## src/rmsc_pkg.sv

```systemverilog
// Shared constants and carriers of the radio module sleep controller.
// Assumes a single 100 MHz clock and a host that writes parameters by command.
// Notes on behaviour
// - Selector 0 means no sleep, 1 pin hibernate, 2 pin doze, 3 reserved, 4 cyclic, 5 cyclic with pin wake; reset 0.
// - Selector 6 is accepted as a legacy coordinator setting; otherwise a separate input picks the coordinator role.
// - With option bit 0 clear a cyclic sleeper polls its coordinator on each wake except an association retry wake, with it set the poll is skipped.
// - With option bit 1 clear and sampling enabled one sample is taken on each wake, with it set none is.
// - Sleep follows an idle period of the time-before-sleep value in 1 ms units, range 1 to 0xFFFF, reset 0x1388.
// - The time-before-sleep value is used only while selector 4 or 5 is active.
// - A cyclic end device sleeps for the cyclic period in 10 ms units, range 0 to 0x68B0, reset 0.
// - A coordinator with a non-zero period discards a held indirect message after 2.5 periods undelivered.
// - An unassociated cyclic sleeper set to associate sleeps the disassociated period, 1 to 0x68B0, reset 0x3E8.
package rmsc_pkg;

    // Timing
    localparam int CLK_PERIOD_NS  = 10;
    localparam int MS_NS          = 1000000;
    localparam int CYC_PER_MS     = (MS_NS + CLK_PERIOD_NS - 1) / CLK_PERIOD_NS;
    localparam int MS_PER_SLOT    = 10;
    localparam int HOLD_MS_PER_SP = 25;      // 2.5 periods of 10 ms
    localparam int TMR_W          = 20;

    // Register select codes of the command port
    localparam logic [2:0] SEL_MODE   = 3'h0;
    localparam logic [2:0] SEL_OPTS   = 3'h1;
    localparam logic [2:0] SEL_IDLE   = 3'h2;
    localparam logic [2:0] SEL_PERIOD = 3'h3;
    localparam logic [2:0] SEL_UNASC  = 3'h4;
    localparam logic [2:0] SEL_STATUS = 3'h5;

    // Reset values
    localparam logic [7:0]  MODE_RST   = 8'h00;
    localparam logic [7:0]  OPTS_RST   = 8'h00;
    localparam logic [15:0] IDLE_RST   = 16'h1388;
    localparam logic [15:0] PERIOD_RST = 16'h0000;
    localparam logic [15:0] UNASC_RST  = 16'h03E8;

    // Limits
    localparam logic [15:0] MODE_MAX   = 16'h0006;
    localparam logic [15:0] OPTS_MAX   = 16'h0004;
    localparam logic [15:0] IDLE_MIN   = 16'h0001;
    localparam logic [15:0] IDLE_MAX   = 16'hFFFF;
    localparam logic [15:0] PERIOD_MAX = 16'h68B0;
    localparam logic [15:0] UNASC_MIN  = 16'h0001;

    // Selector encodings
    localparam logic [7:0] MODE_NONE   = 8'h00;
    localparam logic [7:0] MODE_HIB    = 8'h01;
    localparam logic [7:0] MODE_DOZE   = 8'h02;
    localparam logic [7:0] MODE_RSVD   = 8'h03;
    localparam logic [7:0] MODE_CYC    = 8'h04;
    localparam logic [7:0] MODE_CYCPIN = 8'h05;
    localparam logic [7:0] MODE_COORD  = 8'h06;

    // Option bit positions
    localparam int OPT_NO_POLL   = 0;
    localparam int OPT_NO_SAMPLE = 1;

    // Status word bit positions
    localparam int ST_ASLEEP  = 0;
    localparam int ST_DOZE    = 1;
    localparam int ST_HIB     = 2;
    localparam int ST_HOLDING = 3;
    localparam int ST_COORD   = 4;

    typedef struct packed {
        logic        wr;     // Write strobe
        logic        rd;     // Read strobe
        logic [2:0]  sel;    // Register select
        logic [15:0] wdata;  // Write value
    } rmsc_cmd_t;

    typedef struct packed {
        logic [15:0] data;   // Read value
        logic        valid;  // Read answer pulse
        logic        ack;    // Write accepted pulse
        logic        err;    // Write refused pulse
    } rmsc_rsp_t;

endpackage

```

## src/rmsc_timer.sv

```systemverilog
// Loadable down counter that steps on a tick and flags when it reaches zero.
// Assumes load and tick come from logic on the same clock.
`timescale 1ns/1ps
module rmsc_timer #(
    parameter int W = 20
) (
    input  wire logic         clk,      // System clock
    input  wire logic         srst,     // Synchronous reset, high
    input  wire logic         ce,       // Clock enable
    input  wire logic         load,     // Load a new count
    input  wire logic [W-1:0] load_val, // Count to load
    input  wire logic         tick,     // Step pulse
    output logic              expired   // Count is zero
);

    typedef struct packed {
        logic [W-1:0] cnt;
        logic         zero;
    } rmsc_tmr_st_t;

    rmsc_tmr_st_t s_reg;
    rmsc_tmr_st_t s_next;

    // Load wins over a step so a restart is never shortened
    always_comb begin
        s_next = s_reg;
        if (load) begin
            s_next.cnt = load_val;
        end else if (tick && s_reg.cnt != '0) begin
            s_next.cnt = s_reg.cnt - W'(1);
        end
        s_next.zero = (s_next.cnt == '0);
    end

    // State register
    always_ff @(posedge clk) begin
        if (srst) begin
            s_reg <= '{cnt: '0, zero: 1'b1};
        end else if (ce) begin
            s_reg <= s_next;
        end
    end

    assign expired = s_reg.zero;

endmodule // rmsc_timer

```

## src/rmsc_sleep_ctrl.sv

```systemverilog
// Sleep controller: parameter store, pin and cyclic sleep sequencing, indirect hold timer.
// Assumes activity and message strobes are same-clock pulses; the sleep pin is asynchronous.
`timescale 1ns/1ps
module rmsc_sleep_ctrl #(
    parameter int CYC_PER_MS = rmsc_pkg::CYC_PER_MS
) (
    input  wire logic               clk,          // 100 MHz clock
    input  wire logic               srst,         // Synchronous reset, high
    input  wire logic               ce,           // Clock enable
    input  wire rmsc_pkg::rmsc_cmd_t cmd,         // Parameter command
    output rmsc_pkg::rmsc_rsp_t     rsp,          // Command answer
    input  wire logic               sleep_pin,    // Sleep request pin, high asks sleep
    input  wire logic               serial_act,   // Serial traffic pulse
    input  wire logic               radio_act,    // Radio traffic pulse
    input  wire logic               coord_sel,    // Coordinator role setting
    input  wire logic               assoc_en,     // Configured to associate
    input  wire logic               associated,   // Currently associated
    input  wire logic               sample_en,    // Any ADC or DIO sampling enabled
    input  wire logic               msg_queued,   // Indirect message stored
    input  wire logic               msg_sent,     // Indirect message delivered
    output logic                    asleep,       // Device asleep
    output logic                    doze,         // Pin doze active
    output logic                    hibernate,    // Pin hibernate active
    output logic                    poll_req,     // Poll coordinator pulse
    output logic                    sample_req,   // Wake sample pulse
    output logic                    assoc_retry,  // Association retry pulse
    output logic                    msg_discard   // Held message dropped pulse
);

    typedef enum logic [3:0] {
        S_AWAKE = 4'b0001,
        S_CYC   = 4'b0010,
        S_PIN   = 4'b0100,
        S_WAKE  = 4'b1000
    } rmsc_state_t;

    typedef struct packed {
        rmsc_state_t         st;
        logic [1:0]          pin_sync;
        logic [31:0]         ms_cnt;
        logic [3:0]          slot_cnt;
        logic                ms_tick;
        logic                slot_tick;
        logic [7:0]          mode;
        logic [7:0]          opts;
        logic [15:0]         idle;
        logic [15:0]         period;
        logic [15:0]         unasc;
        logic                retry_wake;
        logic                holding;
        logic                asleep;
        logic                doze;
        logic                hib;
        logic                poll;
        logic                sample;
        logic                retry;
        logic                discard;
        rmsc_pkg::rmsc_rsp_t rsp;
    } rmsc_sc_st_t;

    rmsc_sc_st_t s_reg;
    rmsc_sc_st_t s_next;

    logic                       idle_load;
    logic                       sleep_load;
    logic                       hold_load;
    logic [rmsc_pkg::TMR_W-1:0] idle_val;
    logic [rmsc_pkg::TMR_W-1:0] sleep_val;
    logic [rmsc_pkg::TMR_W-1:0] hold_val;
    logic                       idle_done;
    logic                       sleep_done;
    logic                       hold_done;
    logic                       cyclic;
    logic                       is_coord;
    logic                       pin_req;
    logic                       activity;
    logic                       ok;

    // Inclusive range test shared by every parameter write
    function automatic logic in_range(input logic [15:0] v, input logic [15:0] lo, input logic [15:0] hi);
        in_range = (v >= lo) && (v <= hi);
    endfunction

    // Widen a 16-bit setting to timer width
    function automatic logic [rmsc_pkg::TMR_W-1:0] to_tmr(input logic [15:0] v);
        to_tmr = {{(rmsc_pkg::TMR_W-16){1'b0}}, v};
    endfunction

    // Mode decode
    assign cyclic   = (s_reg.mode == rmsc_pkg::MODE_CYC) || (s_reg.mode == rmsc_pkg::MODE_CYCPIN);
    assign is_coord = coord_sel || (s_reg.mode == rmsc_pkg::MODE_COORD);
    assign pin_req  = s_reg.pin_sync[1];
    assign activity = serial_act || radio_act;

    // Idle timer restarts on traffic and whenever the awake interval begins
    assign idle_load = activity || (s_reg.st != S_AWAKE)
                       || !cyclic;
    assign idle_val  = to_tmr(s_reg.idle);

    // Sleep timer loads on the way into cyclic sleep; an unassociated device set to associate uses its own period
    assign sleep_load = (s_reg.st == S_AWAKE) && cyclic && !is_coord && idle_done;
    assign sleep_val  = (assoc_en && !associated) ? to_tmr(s_reg.unasc) : to_tmr(s_reg.period);

    // Hold timer runs in milliseconds: 25 ms per period unit gives 2.5 periods
    assign hold_load = msg_queued;
    assign hold_val  = rmsc_pkg::TMR_W'(s_reg.period) * rmsc_pkg::TMR_W'(rmsc_pkg::HOLD_MS_PER_SP);

    rmsc_timer #(.W(rmsc_pkg::TMR_W)) u_idle (
        .clk      (clk),
        .srst     (srst),
        .ce       (ce),
        .load     (idle_load),
        .load_val (idle_val),
        .tick     (s_reg.ms_tick),
        .expired  (idle_done)
    );

    rmsc_timer #(.W(rmsc_pkg::TMR_W)) u_sleep (
        .clk      (clk),
        .srst     (srst),
        .ce       (ce),
        .load     (sleep_load),
        .load_val (sleep_val),
        .tick     (s_reg.slot_tick),
        .expired  (sleep_done)
    );

    rmsc_timer #(.W(rmsc_pkg::TMR_W)) u_hold (
        .clk      (clk),
        .srst     (srst),
        .ce       (ce),
        .load     (hold_load),
        .load_val (hold_val),
        .tick     (s_reg.ms_tick),
        .expired  (hold_done)
    );

    // Next-state logic of the whole controller
    always_comb begin
        ok = 1'b0;
        s_next = s_reg;
        s_next.pin_sync = {s_reg.pin_sync[0], sleep_pin};
        s_next.poll = 1'b0;
        s_next.sample = 1'b0;
        s_next.retry = 1'b0;
        s_next.discard = 1'b0;
        s_next.rsp.valid = 1'b0;
        s_next.rsp.ack = 1'b0;
        s_next.rsp.err = 1'b0;

        // Millisecond and 10 ms time base
        s_next.ms_tick = 1'b0;
        s_next.slot_tick = 1'b0;
        if (s_reg.ms_cnt >= 32'(CYC_PER_MS - 1)) begin
            s_next.ms_cnt = '0;
            s_next.ms_tick = 1'b1;
            if (s_reg.slot_cnt >= 4'(rmsc_pkg::MS_PER_SLOT - 1)) begin
                s_next.slot_cnt = '0;
                s_next.slot_tick = 1'b1;
            end else begin
                s_next.slot_cnt = s_reg.slot_cnt + 4'h1;
            end
        end else begin
            s_next.ms_cnt = s_reg.ms_cnt + 32'h1;
        end

        // Parameter writes; out-of-range values are refused and leave the register as it was
        if (cmd.wr) begin
            case (cmd.sel)
                rmsc_pkg::SEL_MODE: begin
                    ok = in_range(cmd.wdata, 16'h0000, rmsc_pkg::MODE_MAX)
                         && cmd.wdata[7:0] != rmsc_pkg::MODE_RSVD;
                    if (ok) s_next.mode = cmd.wdata[7:0];
                end
                rmsc_pkg::SEL_OPTS: begin
                    ok = in_range(cmd.wdata, 16'h0000, rmsc_pkg::OPTS_MAX);
                    if (ok) s_next.opts = cmd.wdata[7:0];
                end
                rmsc_pkg::SEL_IDLE: begin
                    ok = in_range(cmd.wdata, rmsc_pkg::IDLE_MIN, rmsc_pkg::IDLE_MAX);
                    if (ok) s_next.idle = cmd.wdata;
                end
                rmsc_pkg::SEL_PERIOD: begin
                    ok = in_range(cmd.wdata, 16'h0000, rmsc_pkg::PERIOD_MAX);
                    if (ok) s_next.period = cmd.wdata;
                end
                rmsc_pkg::SEL_UNASC: begin
                    ok = in_range(cmd.wdata, rmsc_pkg::UNASC_MIN, rmsc_pkg::PERIOD_MAX);
                    if (ok) s_next.unasc = cmd.wdata;
                end
                default: ok = 1'b0;
            endcase
            s_next.rsp.ack = ok;
            s_next.rsp.err = !ok;
        end

        // Reads answer one cycle later; unknown selects read zero
        if (cmd.rd) begin
            s_next.rsp.valid = 1'b1;
            case (cmd.sel)
                rmsc_pkg::SEL_MODE:   s_next.rsp.data = {8'h00, s_reg.mode};
                rmsc_pkg::SEL_OPTS:   s_next.rsp.data = {8'h00, s_reg.opts};
                rmsc_pkg::SEL_IDLE:   s_next.rsp.data = s_reg.idle;
                rmsc_pkg::SEL_PERIOD: s_next.rsp.data = s_reg.period;
                rmsc_pkg::SEL_UNASC:  s_next.rsp.data = s_reg.unasc;
                rmsc_pkg::SEL_STATUS: begin
                    s_next.rsp.data = 16'h0000;
                    s_next.rsp.data[rmsc_pkg::ST_ASLEEP]  = s_reg.asleep;
                    s_next.rsp.data[rmsc_pkg::ST_DOZE]    = s_reg.doze;
                    s_next.rsp.data[rmsc_pkg::ST_HIB]     = s_reg.hib;
                    s_next.rsp.data[rmsc_pkg::ST_HOLDING] = s_reg.holding;
                    s_next.rsp.data[rmsc_pkg::ST_COORD]   = is_coord;
                end
                default:              s_next.rsp.data = 16'h0000;
            endcase
        end

        // Indirect message hold: only a coordinator with a non-zero period keeps one
        if (msg_queued && is_coord && s_reg.period != 16'h0000) begin
            s_next.holding = 1'b1;
        end else if (msg_sent) begin
            s_next.holding = 1'b0;
        end else if (s_reg.holding && hold_done) begin
            s_next.holding = 1'b0;
            s_next.discard = 1'b1;
        end

        // Sleep sequencing
        case (s_reg.st)
            S_AWAKE: begin
                if ((s_reg.mode == rmsc_pkg::MODE_HIB || s_reg.mode == rmsc_pkg::MODE_DOZE) && pin_req) begin
                    s_next.st = S_PIN;
                end else if (sleep_load) begin
                    s_next.st = S_CYC;
                    s_next.retry_wake = assoc_en && !associated;
                end
            end
            S_CYC: begin
                // Timed wake, early pin wake in mode 5, or leaving cyclic mode
                if (sleep_done || !cyclic
                    || (s_reg.mode == rmsc_pkg::MODE_CYCPIN && !pin_req)) begin
                    s_next.st = S_WAKE;
                end
            end
            S_PIN: begin
                if (!pin_req || (s_reg.mode != rmsc_pkg::MODE_HIB && s_reg.mode != rmsc_pkg::MODE_DOZE)) begin
                    s_next.st = S_WAKE;
                end
            end
            S_WAKE: begin
                s_next.st = S_AWAKE;
                s_next.sample = sample_en && !s_reg.opts[rmsc_pkg::OPT_NO_SAMPLE];
                if (s_reg.retry_wake) begin
                    s_next.retry = 1'b1;
                end else if (cyclic) begin
                    s_next.poll = !s_reg.opts[rmsc_pkg::OPT_NO_POLL];
                end
                s_next.retry_wake = 1'b0;
            end
            default: s_next.st = S_AWAKE;
        endcase

        s_next.asleep = (s_next.st == S_CYC) || (s_next.st == S_PIN);
        s_next.doze   = (s_next.st == S_PIN) && (s_reg.mode == rmsc_pkg::MODE_DOZE);
        s_next.hib    = (s_next.st == S_PIN) && (s_reg.mode == rmsc_pkg::MODE_HIB);
    end

    // State register; clock enable low freezes everything
    always_ff @(posedge clk) begin
        if (srst) begin
            s_reg            <= '0;
            s_reg.st         <= S_AWAKE;
            s_reg.mode       <= rmsc_pkg::MODE_RST;
            s_reg.opts       <= rmsc_pkg::OPTS_RST;
            s_reg.idle       <= rmsc_pkg::IDLE_RST;
            s_reg.period     <= rmsc_pkg::PERIOD_RST;
            s_reg.unasc      <= rmsc_pkg::UNASC_RST;
        end else if (ce) begin
            s_reg <= s_next;
        end
    end

    // All outputs straight from the state register
    assign rsp         = s_reg.rsp;
    assign asleep      = s_reg.asleep;
    assign doze        = s_reg.doze;
    assign hibernate   = s_reg.hib;
    assign poll_req    = s_reg.poll;
    assign sample_req  = s_reg.sample;
    assign assoc_retry = s_reg.retry;
    assign msg_discard = s_reg.discard;

endmodule // rmsc_sleep_ctrl

```

## config.mk

```make
export PLATFORM = sky130hd
export DESIGN_NAME = rmsc_sleep_ctrl
export DESIGN_NICKNAME = d
export VERILOG_FILES = /design/src/rmsc_pkg.sv /design/src/rmsc_timer.sv /design/src/rmsc_sleep_ctrl.sv
export SDC_FILE = /design/constraint.sdc
export NUM_CORES = 1
export LEC_CHECK = 0
export ABC_AREA = 1
export BUFFER_PORTS_ARGS = -buffer_cell sky130_fd_sc_hd__buf_2
export CORE_MARGIN = 1
export CORE_UTILIZATION = 63
export DETAILED_ROUTE_END_ITERATION = 8
export GPL_ROUTABILITY_DRIVEN = 0
export PLACE_DENSITY = 0.81
export SLEW_MARGIN = 30
export SYNTH_ARGS = -nofsm -noshare
export SYNTH_HDL_FRONTEND = slang
export SYNTH_SLANG_ARGS = --single-unit
```

## constraint.sdc

```tcl
create_clock -name clk -period 4.2 [get_ports clk]
set_input_delay 0.63 -clock clk [delete_from_list [all_inputs] [get_ports clk]]
set_output_delay 0.63 -clock clk [all_outputs]
set_load 0.1 [all_outputs]
```

==> run summary <==
fillcell total: 1814
post-DR wirelength/cell: 15.7 um
Vias per Instance: 5.72
Worst setup EP type: flop
DIE AREA: 21400 sq um
HP Class: primary input to flop
simple-gate share of the synthesized area: 31.0%
overall die height: 146 um
Adder-Cell Fraction of Synth Area: 8.18%
postcts setup bufs: 0
row count: 52
Yosys warning total: 0
hold slack final: 0.422 ns
Initial Util: 64.5%
final hold viol count: 0
worst skew pair latency: 0.45 ns
Syn-to-layout area delta: 6.11%
antenna violations before repair: 0
Worst-Margin Slew: 0.943 ns
vias in the first global route: 11900
status: finished, final reports clean
Top Metal Used: met4
crit-path max FO: 5
relative slew slack: 37.1%
Clock Pin Slew Worst Setup and Hold Paths: 0.08 ns
Setup WS post-layout: 0.913 ns
Die W: 146 um
unrepaired setup endpoints after global routing: false
clk_skew: 0.0110 ns
Synth Instances: 2006
LEAKAGE: 6.73 nW
Critical Path RT: 4.54 ns
Routed Antenna Nets: 0
overall power: 4.32 mW
CTS tree: done
synthesized area: 13100 sq um
share of layout cells above drive strength 1: 8.25%
post-CTS sizing: 0
number of remaining DRC errors: 0
Seq/Total Area, Yosys: 30.4%
fin nets: 2110
Hold-fix buffers, CTS: 0
Final setup viols: 0
Port Buffer Count: 58
setup tns final: 0 ns
met2 wire length: 16.0 mm
Synth Register Bits: 199
XOR/XNOR Fraction of Synth Area: 2.41%
WL met1: 15.4 mm
proportion of synthesized area in mux cells: 0.0765%
final WL: 35.7 mm
H-tree depth: 4
Starting DRT DRC Count: 1280
gr usage total: 33.8%
peak supply drop: 0.283 mV
EDFF count, synth: 0
Arr. time, crit path: 3.63 ns
combinational family with the most area after synthesis: simple AND/OR/NAND/NOR gates
largest area contributor in the netlist: dfxtp_1
async set or reset register ratio after synthesis: 0%
number of unique standard cell types used by synthesis: 55
detailed-placement wirelength estimate: 26.7 mm
met3 WL: 3.02 mm
Net Count, Synth: 2118
Sink Count: 199
n_diodes: 0
worst slack, placed: 0.928 ns
critical path type: flop to flop
Tcrit/Tclk final: 78.3%
drt pass-1 iters: 8
final design utilization: 68.4%
syn avg cell area: 6.53 sq um
# IOs: 59
clk root buf: clkbuf_16
first-pass GRT wire length: 58.4 mm
Final Slew Violations: 0
CP startpoint kind: flop
Power Density: 311 nW/um^2
Most used DFF post-synth: dfxtp_1
Clock Path Buffers: 2
Max-cap violations: 0
fin crit period: 3.29 ns
Vias: 13000
Yosys top cell area share: 30.4%
core area: 20300 sq um
gr ovfl total: 0
FMAX: 304 MHz
Compound-Gate Fraction of Synth Area: 16.0%
largest net degree at the start of global routing: 82
number of flip-flops under the largest register name: 92
synth top area cells: dfxtp_1 (30%), nand2_1 (15%), inv_1 (7.5%)
CTS buffer count: 17
## worst max-delay path: stages, from the launching register on
cell     delay [ns]
dfxtp_1        0.46
inv_1          0.12
ha_1           0.31
ha_1           0.27
inv_1          0.05
fa_1           0.50
inv_1          0.04
ha_1           0.35
a21oi_1        0.23
o21ai_0        0.15
a21oi_1        0.15
nand2_1        0.08
a21oi_1        0.11
o21ai_0        0.11
nand2_1        0.08
nor2_1         0.05
nand4_1        0.06
nand2_1        0.06
## area by class of cell
type | count | area [sq um] | area share [%]
multi-input cells | 1434 | 7560 | 54.4
flip-flops and latches | 199 | 3980 | 28.7
inverters | 277 | 1040 | 7.50
clock buffers | 18 | 439 | 3.16
repair buffers | 69 | 388 | 2.79
well taps | 270 | 338 | 2.43
clock inverters | 14 | 145 | 1.04
## synthesized netlist by cell type (4+ instances only)
cell type and instances:
buf_6 8, nor4_1 4, fa_1 11, nor3_2 6, inv_1 260, a22oi_1 5
nand3_1 116, o21bai_1 4, nand3b_1 5, o211ai_1 30, nand3_2 6, clkbuf_1 55
ha_1 68, o21ai_1 21, inv_2 15, nand2_1 521, o22ai_1 10, nand4_1 27
a31oi_1 10, xor2_1 22, o221ai_1 7, a21oi_1 152, nor3_1 31, nor2_1 186
a211oi_1 9, o21ai_0 114, a221oi_1 4, xnor2_1 14, dfxtp_1 199, nor3b_1 5
nor2_2 19, buf_2 9, buf_4 21
## placed cells by master (no fill, tap or decap), types with 2 or more instances in the layout
| master | instances |
|---|---|
| o22ai_1 | 10 |
| clkbuf_16 | 17 |
| inv_1 | 259 |
| clkinv_4 | 3 |
| nand3_2 | 6 |
| inv_2 | 16 |
| o21ai_1 | 21 |
| nand2_1 | 521 |
| nor3_1 | 31 |
| inv_6 | 4 |
| nor4_1 | 4 |
| buf_4 | 11 |
| nand3_1 | 116 |
| nor2_2 | 19 |
| or2_2 | 3 |
| nand3b_1 | 5 |
| nor3b_1 | 5 |
| nor2_1 | 186 |
| buf_2 | 57 |
| inv_8 | 6 |
| o221ai_1 | 7 |
| a21oi_2 | 2 |
| fa_1 | 11 |
| xor2_1 | 22 |
| xnor2_1 | 14 |
| a21oi_1 | 152 |
| ha_1 | 68 |
| a31oi_1 | 10 |
| o211ai_1 | 30 |
| o21bai_1 | 4 |
| nor2_4 | 3 |
| o21ai_0 | 114 |
| nor3_2 | 6 |
| nand2_2 | 3 |
| nand2_4 | 2 |
| dfxtp_1 | 199 |
| nand4_1 | 27 |
| a22oi_1 | 5 |
| a211oi_1 | 9 |
| a221oi_1 | 4 |
## worst paths after layout
kind,from,endpoint,slack (ns),depth (start not counted)
worst min-delay path,sleep_pin,s_next[131],0.42,3
worst min register to register,s_reg[122],s_reg[122],0.44,2
worst max-delay path,s_reg[50],u_hold.expired,0.91,17
worst max register to register,s_reg[50],u_hold.expired,0.91,17
## kinds of logic (layout without fill, tap and decap cells)
family,count (synthesis),in the layout
simple gates,943,943
compound gates,375,375
buf+inv,373,378
flops,199,199
fa+ha+maj,79,79
xor+xnor,36,36
mux,1,1
## report_power, final
part           internal, mW  total [mW]  switching [mW]
clock                 0.815        1.65           0.834
combinational         0.201       0.661           0.460
sequential             1.94        2.01          0.0650
total                  2.96        4.32            1.36
## per-stage QoR
stage                     instance area, sq um  instances
final                                    13900       2281
after detailed placement                 13300       2249
after floorplan                          13100       2006
after global routing                     13900       2281
after CTS                                13900       2281
after global placement                   13300       2249
## layer usage
metal / up-vias / track usage (%)
li1: 6459 / -
met1: 5966 / 44.7
met2: 513 / 54.1
met3: 99 / 7.16
met4: 0 / 12.5
met5: - / 0
Power figures use the tool's default switching activity.
